[src/core/epcal_defs.svh]
// constants of the energy pulse and line cycle calibration block
// assumes inclusion by bare name from the top module, the checker and the bench
`ifndef EPCAL_DEFS_SVH
`define EPCAL_DEFS_SVH

`define EPCAL_ADR_MODE 8'h00
`define EPCAL_ADR_DIV 8'h04
`define EPCAL_ADR_GAIN 8'h08
`define EPCAL_ADR_HALF 8'h0C
`define EPCAL_ADR_STATUS 8'h10
`define EPCAL_ADR_CLEAR 8'h14
`define EPCAL_ADR_ENABLE 8'h18
`define EPCAL_ADR_EN_LO 8'h1C
`define EPCAL_ADR_EN_HI 8'h20
`define EPCAL_ADR_RES_LO 8'h24
`define EPCAL_ADR_RES_HI 8'h28

`define EPCAL_CAL_BIT 7
`define EPCAL_SAG_BIT 0
`define EPCAL_VALID_BIT 31

`define EPCAL_DIV_RESET 12'h03F
`define EPCAL_GAIN_RESET 12'h000
`define EPCAL_HALF_RESET 8'hFF

`define EPCAL_UPD_PHASE 2'h3
`define EPCAL_CLK_MHZ 250
`define EPCAL_PULSE_NS 16
`define EPCAL_PULSE_CYC ((`EPCAL_PULSE_NS * `EPCAL_CLK_MHZ + 999) / 1000)

`endif

[src/core/epcal_pkg.sv]
// types of the energy pulse and line cycle calibration block
// assumes the defs header sits beside it
package epcal_pkg;
  typedef enum logic [1:0] {CAL_OFF, CAL_WAIT_EDGE, CAL_RUN} epcal_state_e;
  typedef logic [11:0] epcal_word12_t;
endpackage

[src/core/epcal_top.sv]
// energy to frequency pulse output and zero-cross framed energy calibration
// assumes power words from same-clock logic and a zero-cross level from a pin
`timescale 1ns/1ps
`default_nettype none
`include "epcal_defs.svh"

module epcal_top (
  input wire logic clk,
  input wire logic reset,
  input wire logic wb_cyc_i,
  input wire logic wb_stb_i,
  input wire logic wb_we_i,
  input wire logic [7:0] wb_adr_i,
  input wire logic [31:0] wb_dat_i,
  input wire logic [3:0] wb_sel_i,
  output logic [31:0] wb_dat_o,
  output logic wb_ack_o,
  input wire logic signed [23:0] powerLowpassOutput,
  input wire logic zeroCrossOutput,
  output logic pulseFrequencyOutput,
  output logic sagOut_n,
  output logic irqOut_n
);

  // bus state, plus the combinational next status flag
  logic ack_q;
  logic [31:0] rdat_q;
  logic calibrationModeBit_q;
  epcal_pkg::epcal_word12_t frequencyDividerValue_q;
  epcal_pkg::epcal_word12_t powerGainTrim_q;
  logic [7:0] halfCycleCount_q;
  logic sagStatus_q;
  logic sagEnable_q;
  logic sagStatusD;
  // datapath state
  logic [1:0] phase_q;
  logic [23:0] freqAcc_q;
  logic [23:0] freqAccD;
  logic [11:0] divCount_q;
  logic [7:0] pulseCount_q;
  logic pulseOut_q;
  logic signed [39:0] energyAccumulator_q;
  logic signed [39:0] energyResult_q;
  logic resultValid_q;
  logic firstDone_q;
  epcal_pkg::epcal_state_e state_q;
  logic [7:0] halfDone_q;
  logic zxMeta_q;
  logic zxSync_q;
  logic zxLast_q;
  logic sagOutN_q;
  logic irqOutN_q;
  // combinational terms
  logic upd;
  logic zxEdge;
  logic msbRise;
  logic periodEnd;
  logic wbReq;
  logic wbWrite;
  logic signed [11:0] gainS;
  logic signed [35:0] gainProd;
  logic signed [24:0] scaledWord;
  logic signed [39:0] energySum;

  // byte lane merge for a write under sel
  function automatic logic [31:0] wbMerge(input logic [31:0] old, input logic [31:0] dat, input logic [3:0] sel);
    logic [31:0] res;
    res = old;
    for (int i = 0; i < 4; i++)
    begin
      if (sel[i])
      begin
        res[i*8 +: 8] = dat[i*8 +: 8];
      end
    end
    return res;
  endfunction

  // a write lands at the edge where the master sees ack
  assign wbReq = wb_cyc_i & wb_stb_i;
  assign wbWrite = wbReq & wb_we_i & ack_q;

  // registered ack, one wait state, drops the cycle after
  always_ff @(posedge clk or posedge reset)
  begin
    if (reset)
    begin
      ack_q <= 1'b0;
    end
    else
    begin
      ack_q <= wbReq & ~ack_q;
    end
  end

  // read mux, unmapped addresses read zero
  always_ff @(posedge clk or posedge reset)
  begin
    if (reset)
    begin
      rdat_q <= 32'h00000000;
    end
    else if (wbReq & ~ack_q)
    begin
      unique case (wb_adr_i)
        `EPCAL_ADR_MODE: rdat_q <= {24'h000000, calibrationModeBit_q, 7'h00};
        `EPCAL_ADR_DIV: rdat_q <= {20'h00000, frequencyDividerValue_q};
        `EPCAL_ADR_GAIN: rdat_q <= {20'h00000, powerGainTrim_q};
        `EPCAL_ADR_HALF: rdat_q <= {24'h000000, halfCycleCount_q};
        `EPCAL_ADR_STATUS: rdat_q <= {31'h00000000, sagStatus_q};
        `EPCAL_ADR_ENABLE: rdat_q <= {31'h00000000, sagEnable_q};
        `EPCAL_ADR_EN_LO: rdat_q <= energyAccumulator_q[31:0];
        `EPCAL_ADR_EN_HI: rdat_q <= {24'h000000, energyAccumulator_q[39:32]};
        `EPCAL_ADR_RES_LO: rdat_q <= energyResult_q[31:0];
        `EPCAL_ADR_RES_HI: rdat_q <= {resultValid_q, 23'h000000, energyResult_q[39:32]};
        default: rdat_q <= 32'h00000000;
      endcase
    end
  end

  // software control registers
  always_ff @(posedge clk or posedge reset)
  begin
    if (reset)
    begin
      calibrationModeBit_q <= 1'b0;
      frequencyDividerValue_q <= `EPCAL_DIV_RESET;
      powerGainTrim_q <= `EPCAL_GAIN_RESET;
      halfCycleCount_q <= `EPCAL_HALF_RESET;
      sagEnable_q <= 1'b0;
    end
    else if (wbWrite)
    begin
      unique case (wb_adr_i)
        `EPCAL_ADR_MODE: calibrationModeBit_q <= 1'(wbMerge({24'h000000, calibrationModeBit_q, 7'h00},
          wb_dat_i, wb_sel_i) >> `EPCAL_CAL_BIT);
        `EPCAL_ADR_DIV: frequencyDividerValue_q <= 12'(wbMerge({20'h00000, frequencyDividerValue_q}, wb_dat_i,
          wb_sel_i));
        `EPCAL_ADR_GAIN: powerGainTrim_q <= 12'(wbMerge({20'h00000, powerGainTrim_q}, wb_dat_i, wb_sel_i));
        `EPCAL_ADR_HALF: halfCycleCount_q <= 8'(wbMerge({24'h000000, halfCycleCount_q}, wb_dat_i, wb_sel_i));
        `EPCAL_ADR_ENABLE: sagEnable_q <= 1'(wbMerge({31'h00000000, sagEnable_q}, wb_dat_i, wb_sel_i));
        default: ;
      endcase
    end
  end

  // sticky flag, a completion in the clearing cycle wins
  always_comb
  begin
    sagStatusD = sagStatus_q;
    if (wbWrite & (wb_adr_i == `EPCAL_ADR_CLEAR) & wb_sel_i[0] & wb_dat_i[`EPCAL_SAG_BIT])
    begin
      sagStatusD = 1'b0;
    end
    if (periodEnd)
    begin
      sagStatusD = 1'b1;
    end
  end

  always_ff @(posedge clk or posedge reset)
  begin
    if (reset)
    begin
      sagStatus_q <= 1'b0;
    end
    else
    begin
      sagStatus_q <= sagStatusD;
    end
  end

  // open-drain style outputs, low while active, one cycle behind the flag
  always_ff @(posedge clk or posedge reset)
  begin
    if (reset)
    begin
      sagOutN_q <= 1'b1;
      irqOutN_q <= 1'b1;
    end
    else
    begin
      sagOutN_q <= ~sagStatus_q;
      irqOutN_q <= ~(sagStatus_q & sagEnable_q);
    end
  end

  // update phase, one word every fourth cycle
  always_ff @(posedge clk or posedge reset)
  begin
    if (reset)
    begin
      phase_q <= 2'h0;
    end
    else
    begin
      phase_q <= phase_q + 2'h1;
    end
  end
  assign upd = (phase_q == `EPCAL_UPD_PHASE);

  // gain trim: word + word * trim / 4096, trim signed
  assign gainS = powerGainTrim_q;
  assign gainProd = powerLowpassOutput * gainS;
  assign scaledWord = {powerLowpassOutput[23], powerLowpassOutput} + {gainProd[35], gainProd[35:12]};

  // frequency accumulator wraps mod 2^24; top bit rise every 2^24 of energy
  assign freqAccD = freqAcc_q + scaledWord[23:0];
  assign msbRise = upd & ~freqAcc_q[23] & freqAccD[23];

  always_ff @(posedge clk or posedge reset)
  begin
    if (reset)
    begin
      freqAcc_q <= 24'h000000;
    end
    else if (upd)
    begin
      freqAcc_q <= freqAccD;
    end
  end

  // divider: every value+1 top-bit rises give one pulse
  always_ff @(posedge clk or posedge reset)
  begin
    if (reset)
    begin
      divCount_q <= 12'h000;
    end
    else if (msbRise)
    begin
      if (divCount_q >= frequencyDividerValue_q)
      begin
        divCount_q <= 12'h000;
      end
      else
      begin
        divCount_q <= divCount_q + 12'h001;
      end
    end
  end

  // fixed-width pulse; top-bit rises are at least 8 cycles apart, so no overlap
  always_ff @(posedge clk or posedge reset)
  begin
    if (reset)
    begin
      pulseCount_q <= 8'h00;
      pulseOut_q <= 1'b0;
    end
    else if (msbRise & (divCount_q >= frequencyDividerValue_q))
    begin
      pulseCount_q <= 8'(`EPCAL_PULSE_CYC - 1);
      pulseOut_q <= 1'b1;
    end
    else if (pulseCount_q != 8'h00)
    begin
      pulseCount_q <= pulseCount_q - 8'h01;
    end
    else
    begin
      pulseOut_q <= 1'b0;
    end
  end

  // zero-cross pin: two-flop sync, edge detect on the second stage only
  always_ff @(posedge clk or posedge reset)
  begin
    if (reset)
    begin
      zxMeta_q <= 1'b0;
      zxSync_q <= 1'b0;
      zxLast_q <= 1'b0;
    end
    else
    begin
      zxMeta_q <= zeroCrossOutput;
      zxSync_q <= zxMeta_q;
      zxLast_q <= zxSync_q;
    end
  end
  assign zxEdge = zxSync_q ^ zxLast_q; // both edges, one per half cycle

  // a count of zero means 256 half cycles through the 8-bit wrap
  assign periodEnd = (state_q == epcal_pkg::CAL_RUN) & zxEdge & ((halfDone_q + 8'h01) == halfCycleCount_q);

  // calibration sequencer
  always_ff @(posedge clk or posedge reset)
  begin
    if (reset)
    begin
      state_q <= epcal_pkg::CAL_OFF;
      halfDone_q <= 8'h00;
    end
    else
    begin
      unique case (state_q)
        epcal_pkg::CAL_OFF:
        begin
          if (calibrationModeBit_q)
          begin
            state_q <= epcal_pkg::CAL_WAIT_EDGE;
          end
        end
        epcal_pkg::CAL_WAIT_EDGE:
        begin
          if (~calibrationModeBit_q)
          begin
            state_q <= epcal_pkg::CAL_OFF;
          end
          else if (zxEdge)
          begin
            state_q <= epcal_pkg::CAL_RUN;
            halfDone_q <= 8'h00;
          end
        end
        epcal_pkg::CAL_RUN:
        begin
          if (~calibrationModeBit_q)
          begin
            state_q <= epcal_pkg::CAL_OFF;
          end
          else if (periodEnd)
          begin
            halfDone_q <= 8'h00;
          end
          else if (zxEdge)
          begin
            halfDone_q <= halfDone_q + 8'h01;
          end
        end
      endcase
    end
  end

  // energy register, signed add with natural 40-bit wrap
  assign energySum = energyAccumulator_q + {{15{scaledWord[24]}}, scaledWord};

  always_ff @(posedge clk or posedge reset)
  begin
    if (reset)
    begin
      energyAccumulator_q <= 40'h0000000000;
    end
    else if (((state_q == epcal_pkg::CAL_WAIT_EDGE) & zxEdge & calibrationModeBit_q) | periodEnd)
    begin
      energyAccumulator_q <= 40'h0000000000;
    end
    else if (upd & (state_q != epcal_pkg::CAL_WAIT_EDGE))
    begin
      energyAccumulator_q <= energySum;
    end
  end

  // period result capture; first result after entry is flagged invalid
  always_ff @(posedge clk or posedge reset)
  begin
    if (reset)
    begin
      energyResult_q <= 40'h0000000000;
      firstDone_q <= 1'b0;
      resultValid_q <= 1'b0;
    end
    else if (state_q == epcal_pkg::CAL_OFF)
    begin
      firstDone_q <= 1'b0;
      resultValid_q <= 1'b0;
    end
    else if (periodEnd)
    begin
      energyResult_q <= energyAccumulator_q;
      firstDone_q <= 1'b1;
      resultValid_q <= firstDone_q;
    end
  end

  // outputs straight from flops
  assign wb_ack_o = ack_q;
  assign wb_dat_o = rdat_q;
  assign pulseFrequencyOutput = pulseOut_q;
  assign sagOut_n = sagOutN_q;
  assign irqOut_n = irqOutN_q;

endmodule // epcal_top

`default_nettype wire

[config.mk]
export PLATFORM = sky130hd
export DESIGN_NAME = epcal_top
export DESIGN_NICKNAME = d
export VERILOG_FILES = /design/src/core/epcal_pkg.sv /design/src/core/epcal_top.sv
export VERILOG_INCLUDE_DIRS = /design/src /design/src/core
export SDC_FILE = /design/constraint.sdc
export NUM_CORES = 1
export LEC_CHECK = 0
export BUFFER_PORTS_ARGS = -buffer_cell sky130_fd_sc_hd__buf_2
export CORE_MARGIN = 2
export CORE_UTILIZATION = 60
export DETAILED_ROUTE_END_ITERATION = 16
export PLACE_DENSITY = 0.8
export SKIP_CTS_REPAIR_TIMING = 1
export SYNTH_ARGS = -nofsm -noshare
export SYNTH_HDL_FRONTEND = slang
export SYNTH_SLANG_ARGS = --single-unit
export TNS_END_PERCENT = 50
[constraint.sdc]
create_clock -name clk -period 28.2 [get_ports clk]
set_input_delay 7.05 -clock clk [delete_from_list [all_inputs] [get_ports clk]]
set_output_delay 7.05 -clock clk [all_outputs]
set_load 0.01 [all_outputs]
=== Word-level counts from Yosys, hierarchy flattened ===
Cells that the tools add are included.

* Add/sub/neg operators: 7
* Multipliers: 1
* Magnitude comparators: 1
* Equality and inequality tests: 23
* Multiplexer cells: 25
* Bitwise logic cells: 23
* Reduce and logical (&&, ||, !) cells: 18

{| class="wikitable"
|+ Operator list
! cell !! number
|-
| 32-bit case mux with 10 select lines || 1
|-
| 40-bit two-way mux || 2
|-
| 8-bit two-way mux || 7
|-
| 40-bit adder || 1
|-
| 24-bit by 12-bit multiplier with 36-bit output || 1
|-
| 8-bit by 5-bit equality test with 1-bit output (second input constant) || 4
|-
| 24-bit by 24-bit adder with 25-bit output || 1
|-
| 24-bit adder || 1
|-
| 8-bit by 6-bit equality test with 1-bit output (second input constant) || 3
|-
| 3-bit AND reduction || 8
|-
| 1-bit AND || 16
|-
| 8-bit by 4-bit equality test with 1-bit output (second input constant) || 2
|-
| 8-bit case mux with 2 select lines || 1
|-
| 12-bit by 1-bit adder with 12-bit output (second input constant) || 1
|-
| 12-bit >= comparator || 1
|-
| 12-bit two-way mux || 1
|-
| 2-bit != test (second input constant) || 6
|-
| 2-bit nonzero test || 5
|-
| 8-bit by 1-bit adder with 8-bit output (second input constant) || 1
|-
| 8-bit by 3-bit equality test with 1-bit output (second input constant) || 1
|-
| 8-bit equality test || 1
|-
| 8-bit logical NOT || 1
|-
| 1-bit two-way mux || 8
|-
| 2-bit two-way mux || 4
|-
| other kinds (14) || 20
|}

* Register bits after elaboration: 212
* Input bits: 74
* Output and inout bits: 36
* Word-level logic and storage cells: 124

=== Depth between registers and ports, before layout ===
Gate-level depths: netlist (run 1).

* Depth in word-level cells: 8
* Mapped depth: 45
* Depth with buffers taken out: 43

=== Least setup slack after synthesis (run 1) ===
No wires, ideal clock.

* Kind: input to register
* Start: input port powerLowpassOutput[11]
* End: register energyAccumulator_q[34]
* Library setup time: 0.121 ns
* Arrival: 15.476 ns
* Required time: 28.079 ns
* Path slack: 12.603 ns
* Stages on the path: 38
* Buffers on the path: 1
* Cells stage by stage: clkbuf_1 > and2_1 > fa_1 > inv_1 > fa_1 > fa_1 > inv_1 > fa_1 > fa_1 > ha_1 > a21o_1 > a21oi_1 > nand2_1 > and2_1 > o21a_1 > o21a_1 > nor2_1 > xnor2_1 > [2 not listed] > or3_1 > o211a_1 > a211o_1 > nor4bb_1 > o31ai_1 > a21oi_1 > a21oi_1 > xnor2_1 > ha_1 > and3_1 > and3_1 > and4_1 > a221oi_2 > nor4b_2 > or3_1 > a21oi_1 > xnor2_1 > a22o_1

* Cells in the longest elaborated chain, start to end: 5

{| class="wikitable"
|+ RTL lines
! what !! line !! RTL
|-
| from (decl) || epcal_top.sv:18 || <nowiki>input wire logic signed [23:0] powerLowpassOutput,</nowiki>
|-
| 24-bit by 12-bit multiplier with 36-bit output || epcal_top.sv:204 || <nowiki>assign gainProd = powerLowpassOutput * gainS;</nowiki>
|-
| 24-bit by 24-bit adder with 25-bit output * || epcal_top.sv:205 || <nowiki>assign scaledWord = {powerLowpassOutput[23], powerLowpassOutput} + {gainProd[35], gainProd[35:12]};</nowiki>
|-
| 40-bit adder * || epcal_top.sv:337 || <nowiki>assign energySum = energyAccumulator_q + {{15{scaledWord[24]}}, scaledWord};</nowiki>
|-
| 40-bit two-way mux * || epcal_top.sv:349 || <nowiki>else if (upd & (state_q != epcal_pkg::CAL_WAIT_EDGE))</nowiki>
|-
| 40-bit two-way mux * || epcal_top.sv:345 || <nowiki>else if (((state_q == epcal_pkg::CAL_WAIT_EDGE) & zxEdge & calibrationModeBit_q) | periodEnd)</nowiki>
|-
| to (signal assigned) || epcal_top.sv:351 || <nowiki>energyAccumulator_q <= energySum;</nowiki>
|-
| to (decl) || epcal_top.sv:42 || <nowiki>logic signed [39:0] energyAccumulator_q;</nowiki>
|}

Mark *: on every way between the ends. The rest lies on a longest branch, timed or not. The select of a mux whose other input is x is not followed.
A chain may end at the register's enable or synchronous reset.

=== Worst setup path after layout (run 1) ===
* Start: input port powerLowpassOutput[14]
* End: register energyAccumulator_q[34]

Same word-level chain as after synthesis.

==> metrics.md, run 1 <==
| Metric | Value |
|---|---|
| Status | `finished clean` |
| DP Area | `between 0.02 and 0.025 mm2` |
| Top-count cell post-synth | `inv_1` |
| Async SR Flop Fraction | `100%` |
| Antenna fix cells | `0` |
| Crit end category | `flip-flop` |
| Cell taking the most area after synthesis | `fa_1` |
| Synth warn | `0` |
| Hpwl dp | `a little over 40,000 um` |
| Die W | `~200 um` |
| Max_cap viols | `0` |
| Core Area | `0.0376 mm2` |
| CTS sink cnt | `212` |
| Yosys cell types | `77` |
| Num CTS Buffers | `22` |
| Clock Skew | `0.0198 ns` |
| Seq/Total Area, Yosys | `between 20% and 30%` |
| Synthesized instance count | `2,459` |
| Reg2reg start | `gainS[11]` |
| Clk slew on worst S/H paths | `about 0.06 ns` |
| Max Freq | `60.8 MHz` |
| Crit. Startpoint | `powerLowpassOutput[14]` |
| GPL Wtd Cong | `0.893` |
| Synthesized cell area | `0.0228 mm2` |
| Cell count of the worst reg-to-reg path | `36` |
| Vias per inst | `5.87` |
| Final period utilization | `58.4%` |
| Number of synthesized register bits | `212` |
| Die Ht | `199 um` |
| Crit path top cell by count | `fa_1` |
| Max_slew headroom | `20.7%` |
| Worst skew pair latency | `between 0.5 and 0.6 ns` |
| Final net count | `3,008` |
| Unrepaired setup endpoints after global routing | `false` |
| Critical path's slowest cell | `fa_1` |
| I/O pin total | `110` |
| Initial DRC count | `1,063` |
| Worst hold path type | `flip-flop to flip-flop` |
| Peak VDD IR | `slightly below 0.00006 V` |
| IO Port Bufs | `87` |
| Clk buf depth | `3` |
| Pre-CTS WS | `11.41 ns` |
| Initial Utilization | `60.7%` |
| Cells after DPL | `2,979` |
| Antenna-violating nets left | `0` |
| # setup viols final | `0` |
| Syn Nets | `2,975` |
| WP data required | `about 29 ns` |
| Vias in the first global route | `18,896` |
| Critical Path End | `energyAccumulator_q[34]` |
| Post-synth top area share | `22.7%` |
| Total wire length | `54,100 um` |
| Remaining DRCs | `0` |
| Hold Vio Cnt, Final | `0` |
| CTS Root Cell | `clkbuf_16` |
| Site Rows | `71` |
| CTS tree | `yes` |
| Gr usage total | `28.6%` |
| Share of layout cells above drive strength 1 | `10.8%` |
| H-tree level count | `1` |
| Global route overflow | `0` |
| RR Endpoint | `energyAccumulator_q[34]` |
| Area delta synth->final | `6.91%` |
| Finished Layout Cells | `3,019` |
| Critical path arrival | `16.87 ns` |
| Number of flops mapped to enable cells by yosys | `0` |
| Synth top area cells | `fa_1, dfrtp_1, ha_1` |
| Post-synth top flop | `dfrtp_1` |
| Maximum number of pins on one net before global-route repair | `152` |
| Worst R2R Setup Slack | `17.35 ns` |
| Startpoint types | `primary input` |
| Final Max Tran Viols | `0` |
| Worst Slack Setup Final | `11.74 ns` |
| PwrDens | `52.3 mW/mm2` |
| Min Tclk post-route | `16.46 ns` |
| Via Count | `17,727` |
| Avg Inst Size Synth | `9.27 um2` |
| Routed len/inst | `17.9 um` |
| Synth top cells by count | `inv_1, nand2_1, fa_1` |
| Post-route design area | `0.0244 mm2` |
| Leak | `approximately 12 nW` |
| Initial antenna violation count | `0` |
| First-pass GRT wire length | `91,600 um` |
| Critical path class | `primary input to flip-flop` |
| Drt first pass iters | `5` |
| Setup tns final | `0 ns` |
| Max stage delay on crit path | `0.57 ns` |
| Crit Path Max Fanout | `16` |
| Worst slew pin tran | `1.19 ns` |
| Die ar. | `0.0396 mm2` |
## power breakdown
part / switching (mW) / internal (mW) / leakage (nW) / total [mW]
sequential: 0.0693 / 0.365 / 2.74 / 0.435
clock: 0.127 / 0.165 / 0.341 / 0.292
combinational: 0.309 / 0.240 / 8.93 / 0.549
total: 0.505 / 0.770 / 12.0 / 1.28
## per-layer routing
metal  global-route usage, %  vias up  part of all wire, %
li1                        -     8151                    -
met1                    37.9     8871                   42
met2                    48.8      594                   49
met5                       0        -                    0
met4                    9.15        0                  2.7
met3                    3.92      111                  6.1
## kinds of logic after synthesis
| group | Yosys count | share of synthesized area, % |
|---|---|---|
| fa+ha+maj | 442 | 32.8 |
| xor+xnor | 116 | 4.49 |
| flops | 212 | 23.4 |
| mux | 94 | 4.62 |
| buf+inv | 452 | 7.52 |
| simple gates | 670 | 13.9 |
| compound gates | 473 | 13.3 |
## per-stage QoR
stage / hold WS (ns) / utilization (%) / power, mW
finish: 0.354 / 64.9 / 1.28
global route: 0.359 / 64.9 / 1.36
CTS: 0.353 / 64.9 / 1.27
detailed placement: 0.339 / 62.9 / 0.972
global placement: 0.336 / 62.9 / 0.942
floorplan: 0.331 / - / 0.840
## final cells by class
cell class,count,area [um2]
multi-input combinational,1795,15800
clock buffer,28,613
fill,3020,13200
inverter,358,1350
sequential,212,5330
clock inverter,12,119
timing repair buffer,103,556
tap,511,639
## state kept, by name (all words and copies together), names as in the netlist, 2 cells and up
register / cells
freqAcc_q: 24
gainS: 12
divCount_q: 12
state_q: 2
pulseCount_q: 8
frequencyDividerValue_q: 12
halfCycleCount_q: 8
energyResult_q: 40
phase_q: 2
energyAccumulator_q: 40
wb_dat_o: 32
halfDone_q: 8
## worst max-delay path, delay by kind of cell
family / cells / cell delay [ns]
adder cells (fa/ha/maj): 8 / 3.91
AO/OA/AOI/OAI: 12 / 3.17
AND/OR/NAND/NOR: 11 / 2.04
buffers and inverters: 4 / 0.47
XOR/XNOR: 2 / 0.22
## placed cells by master, fill, tap and decap left out, drive strengths merged, types with 19 or more instances in the layout
cell type / n
a21o: 51
a21oi: 96
a22oi: 36
and2: 86
and3: 19
buf: 103
clkbuf: 28
dfrtp: 196
fa: 259
ha: 183
inv: 358
mux2: 90
nand2: 316
nand2b: 37
nand3: 19
nor2: 102
o21ai: 154
xnor2: 81
xor2: 35
## how the worst min path moves through the flow
stage | from | end | slack, ns | cells past startpoint
finish | zxMeta_q | zxSync_q | 0.35 | 0
global route | zxMeta_q | zxSync_q | 0.36 | 0
CTS | zxMeta_q | zxSync_q | 0.35 | 0
detailed placement | zxMeta_q | zxSync_q | 0.34 | 0
global placement | zxMeta_q | zxSync_q | 0.34 | 0
floorplan | zxMeta_q | zxSync_q | 0.33 | 0
Note: power is estimated with default switching activity, not from simulation.
==> run 2: changes to the inputs <==
--- a/config.mk
+++ b/config.mk
@@ -6,11 +6,12 @@
 export SDC_FILE = /design/constraint.sdc
 export NUM_CORES = 1
 export LEC_CHECK = 0
+export ABC_AREA = 1
 export BUFFER_PORTS_ARGS = -buffer_cell sky130_fd_sc_hd__buf_2
 export CORE_MARGIN = 2
-export CORE_UTILIZATION = 60
+export CORE_UTILIZATION = 58
 export DETAILED_ROUTE_END_ITERATION = 16
-export PLACE_DENSITY = 0.8
+export PLACE_DENSITY = 0.81
 export SKIP_CTS_REPAIR_TIMING = 1
 export SYNTH_ARGS = -nofsm -noshare
 export SYNTH_HDL_FRONTEND = slang
==> constraint.sdc (replaced) <==
create_clock -name clk -period 14.2 [get_ports clk]
set_input_delay 3.55 -clock clk [delete_from_list [all_inputs] [get_ports clk]]
set_output_delay 3.55 -clock clk [all_outputs]
set_load 0.01 [all_outputs]
==> metrics.md, run 2 <==
| Metric | Value |
|---|---|
| Status | `finished clean` |
| Maximum number of pins on one net before global-route repair | `82 (-46%)` |
| Cells after DPL | `3,941 (+32%)` |
| Synth warn | `0 (unchanged)` |
| Hpwl dp | `50,200 um (+21%)` |
| Vias per inst | `5.52 (-6.0%)` |
| Post-route design area | `0.0265 mm2 (+8.7%)` |
| Total wire length | `63,900 um (+18%)` |
| Core Area | `0.0421 mm2 (+12%)` |
| Commonest cells after routing, fill and taps aside | `nand2_1, inv_1, fa_1` |
| Worst Slack Setup Final | `2.30 ns (-9.44 ns)` |
| Top-count cell post-synth | `nand2_1` |
| Cell count of the worst reg-to-reg path | `36 (unchanged)` |
| Die ar. | `0.0446 mm2 (+13%)` |
| Worst hold start | `zxMeta_q` |
| Initial DRC count | `1,803 (+70%)` |
| H-tree level count | `1 (unchanged)` |
| Filler Cell Count | `3,769 (+25%)` |
| Drt first pass iters | `6 (+1)` |
| Finished Layout Cells | `3,983 (+32%)` |
| CTS Root Cell | `clkbuf_16` |
| WP buf/inv | `5 (+1)` |
| Global route overflow | `0 (unchanged)` |
| Async SR Flop Fraction | `100% (unchanged)` |
| Die Ht | `211 um (+6.2%)` |
| Critical path arrival | `12.31 ns (-4.56 ns)` |
| Worst hold path type | `flip-flop to flip-flop` |
| CTS sink cnt | `212 (unchanged)` |
| Clock Skew | `0.0195 ns (-0.000297 ns)` |
| Synthesized instance count | `3,397 (+38%)` |
| Vias in the first global route | `21,627 (+14%)` |
| Worst slew pin tran | `1.17 ns (-0.0207 ns)` |
| # setup viols final | `0 (unchanged)` |
| CP top delay family | `adder cells` |
| Via Count | `21,987 (+24%)` |
| Antenna-violating nets left | `0 (unchanged)` |
| Hold Vio Cnt, Final | `0 (unchanged)` |
| CTS tree | `yes` |
| Crit path top cell by count | `nand2_1` |
| PwrDens | `98.6 mW/mm2 (+88%)` |
| Post-synth top area share | `20.8% (-1.9 points)` |
| Reg2reg start | `gainS[9]` |
| Number of flops mapped to enable cells by yosys | `0 (unchanged)` |
| RR Endpoint | `divCount_q[7]` |
| Min Tclk post-route | `11.90 ns` |
| Peak VDD IR | `0.000136 V (+130%)` |
| Synth top area cells | `fa_1, dfrtp_1, nand2_1` |
| Crit Path Max Fanout | `15 (-1)` |
| Critical path's slowest cell | `fa_1` |
| DP Area | `0.0257 mm2 (+8.9%)` |
| Share of layout cells above drive strength 1 | `5.63% (-5.2 points)` |
| Die W | `211 um (+6.2%)` |
| Worst Hold Path EP | `zxSync_q` |
| Avg Inst Size Synth | `7.33 um2 (-21%)` |
| Routed len/inst | `16.0 um (-11%)` |
| Hold slack | `0.349 ns (-0.00460 ns)` |
| Worst R2R Setup Slack | `4.50 ns (-12.85 ns)` |
| Num CTS Buffers | `24 (+9.1%)` |
| Site Rows | `75 (+5.6%)` |
| Seq/Total Area, Yosys | `21.4% (-2.0 points)` |
| Total Power | `2.61 mW (+100%)` |
| Syn Nets | `3,913 (+32%)` |
| Pre-CTS WS | `1.88 ns (-9.53 ns)` |
| Antenna fix cells | `0 (unchanged)` |
| Final period utilization | `83.8%` |
| Final Max Tran Viols | `0 (unchanged)` |
| WP data required | `14.61 ns (-14.00 ns)` |
| Cell taking the most area after synthesis | `fa_1` |
| Commonest non-fill, non-tap cell in the layout | `nand2_1` |
| Critical path class | `primary input to flip-flop` |
| Clk slew on worst S/H paths | `0.06 ns (about the same)` |
| IO Port Bufs | `87 (unchanged)` |
| Synthesized cell area | `0.0249 mm2 (+9.2%)` |
| Gr usage total | `30.0% (+1.3 points)` |
| Finished Core Util | `62.9% (-2.0 points)` |
| Initial Utilization | `59.1% (-1.6 points)` |
| Area delta synth->final | `6.40%` |
| Max Freq | `84.0 MHz` |
| Initial antenna violation count | `0 (unchanged)` |
| Worst skew pair latency | `0.54 ns (+0.02 ns)` |
| Crit end category | `flip-flop` |
| Worst Hold Depth | `0 (unchanged)` |
| Startpoint types | `primary input` |
| GPL Wtd Cong | `1.04 (+17%)` |
| Post-synth top flop | `dfrtp_1` |
| Max_slew headroom | `22.3% (+1.6 points)` |
| Max_cap viols | `0 (unchanged)` |
| Synth top cells by count | `nand2_1, inv_1, fa_1` |
| Yosys cell types | `51 (-34%)` |
| Number of synthesized register bits | `212 (unchanged)` |
| First-pass GRT wire length | `108,000 um (+18%)` |
| Unrepaired setup endpoints after global routing | `false` |
| Max stage delay on crit path | `0.59 ns (+0.02 ns)` |
| Setup tns final | `0 ns (unchanged)` |
| Remaining DRCs | `0 (unchanged)` |
| Final net count | `3,944 (+31%)` |
| Clk buf depth | `3 (unchanged)` |
| Leak | `14.1 nW (+17%)` |
| I/O pin total | `110 (unchanged)` |
-- run 2: final cells by class --
class                      instances  area, um2  share of cell area [%]
timing repair buffer             104        563                    2.12
inverter                         669       2520                    9.51
clock buffer                      35        713                    2.69
sequential                       212       5330                    20.1
clock inverter                     7       50.0                   0.189
multi-input combinational       2417      16700                    62.8
tap                              539        674                    2.54
-- run 2: cell families after synthesis --
family	synth area share (%)
DFF	21.4
xor gates and xnor gates	3.20
and+or+nand+nor	22.8
adders and majority gates	30.0
AOI/OAI and AO/OA	10.8
buffers and inverters	11.8
-- run 2: power breakdown --
group,internal (mW),leakage (nW),total (mW),switching (mW)
clock network,0.349,0.367,0.609,0.260
registers,0.711,2.74,0.811,0.101
logic,0.409,11.0,1.19,0.783
-- run 2: worst max-delay path by stage --
stage / from / to / slack, ns / cells after the start
after global routing: powerLowpassOutput[8] / pulseCount_q[3] / 1.61 / 41
after global placement: powerLowpassOutput[10] / divCount_q[11] / 1.94 / 37
after detailed placement: powerLowpassOutput[11] / divCount_q[7] / 1.88 / 38
after CTS: powerLowpassOutput[11] / pulseCount_q[4] / 2.42 / 39
final: powerLowpassOutput[6] / divCount_q[7] / 2.30 / 37
after floorplan: powerLowpassOutput[10] / divCount_q[2] / 3.45 / 41
-- run 2: routing by layer --
| metal | vias to the layer above | track usage (%) | wire length (um) |
|---|---|---|---|
| met5 | - | 0 | 0 |
| met4 | 0 | 7.94 | 1800 |
| met3 | 112 | 4.04 | 4550 |
| met2 | 748 | 48.6 | 29500 |
| met1 | 10542 | 42.5 | 28000 |
| li1 | 10585 | - | - |
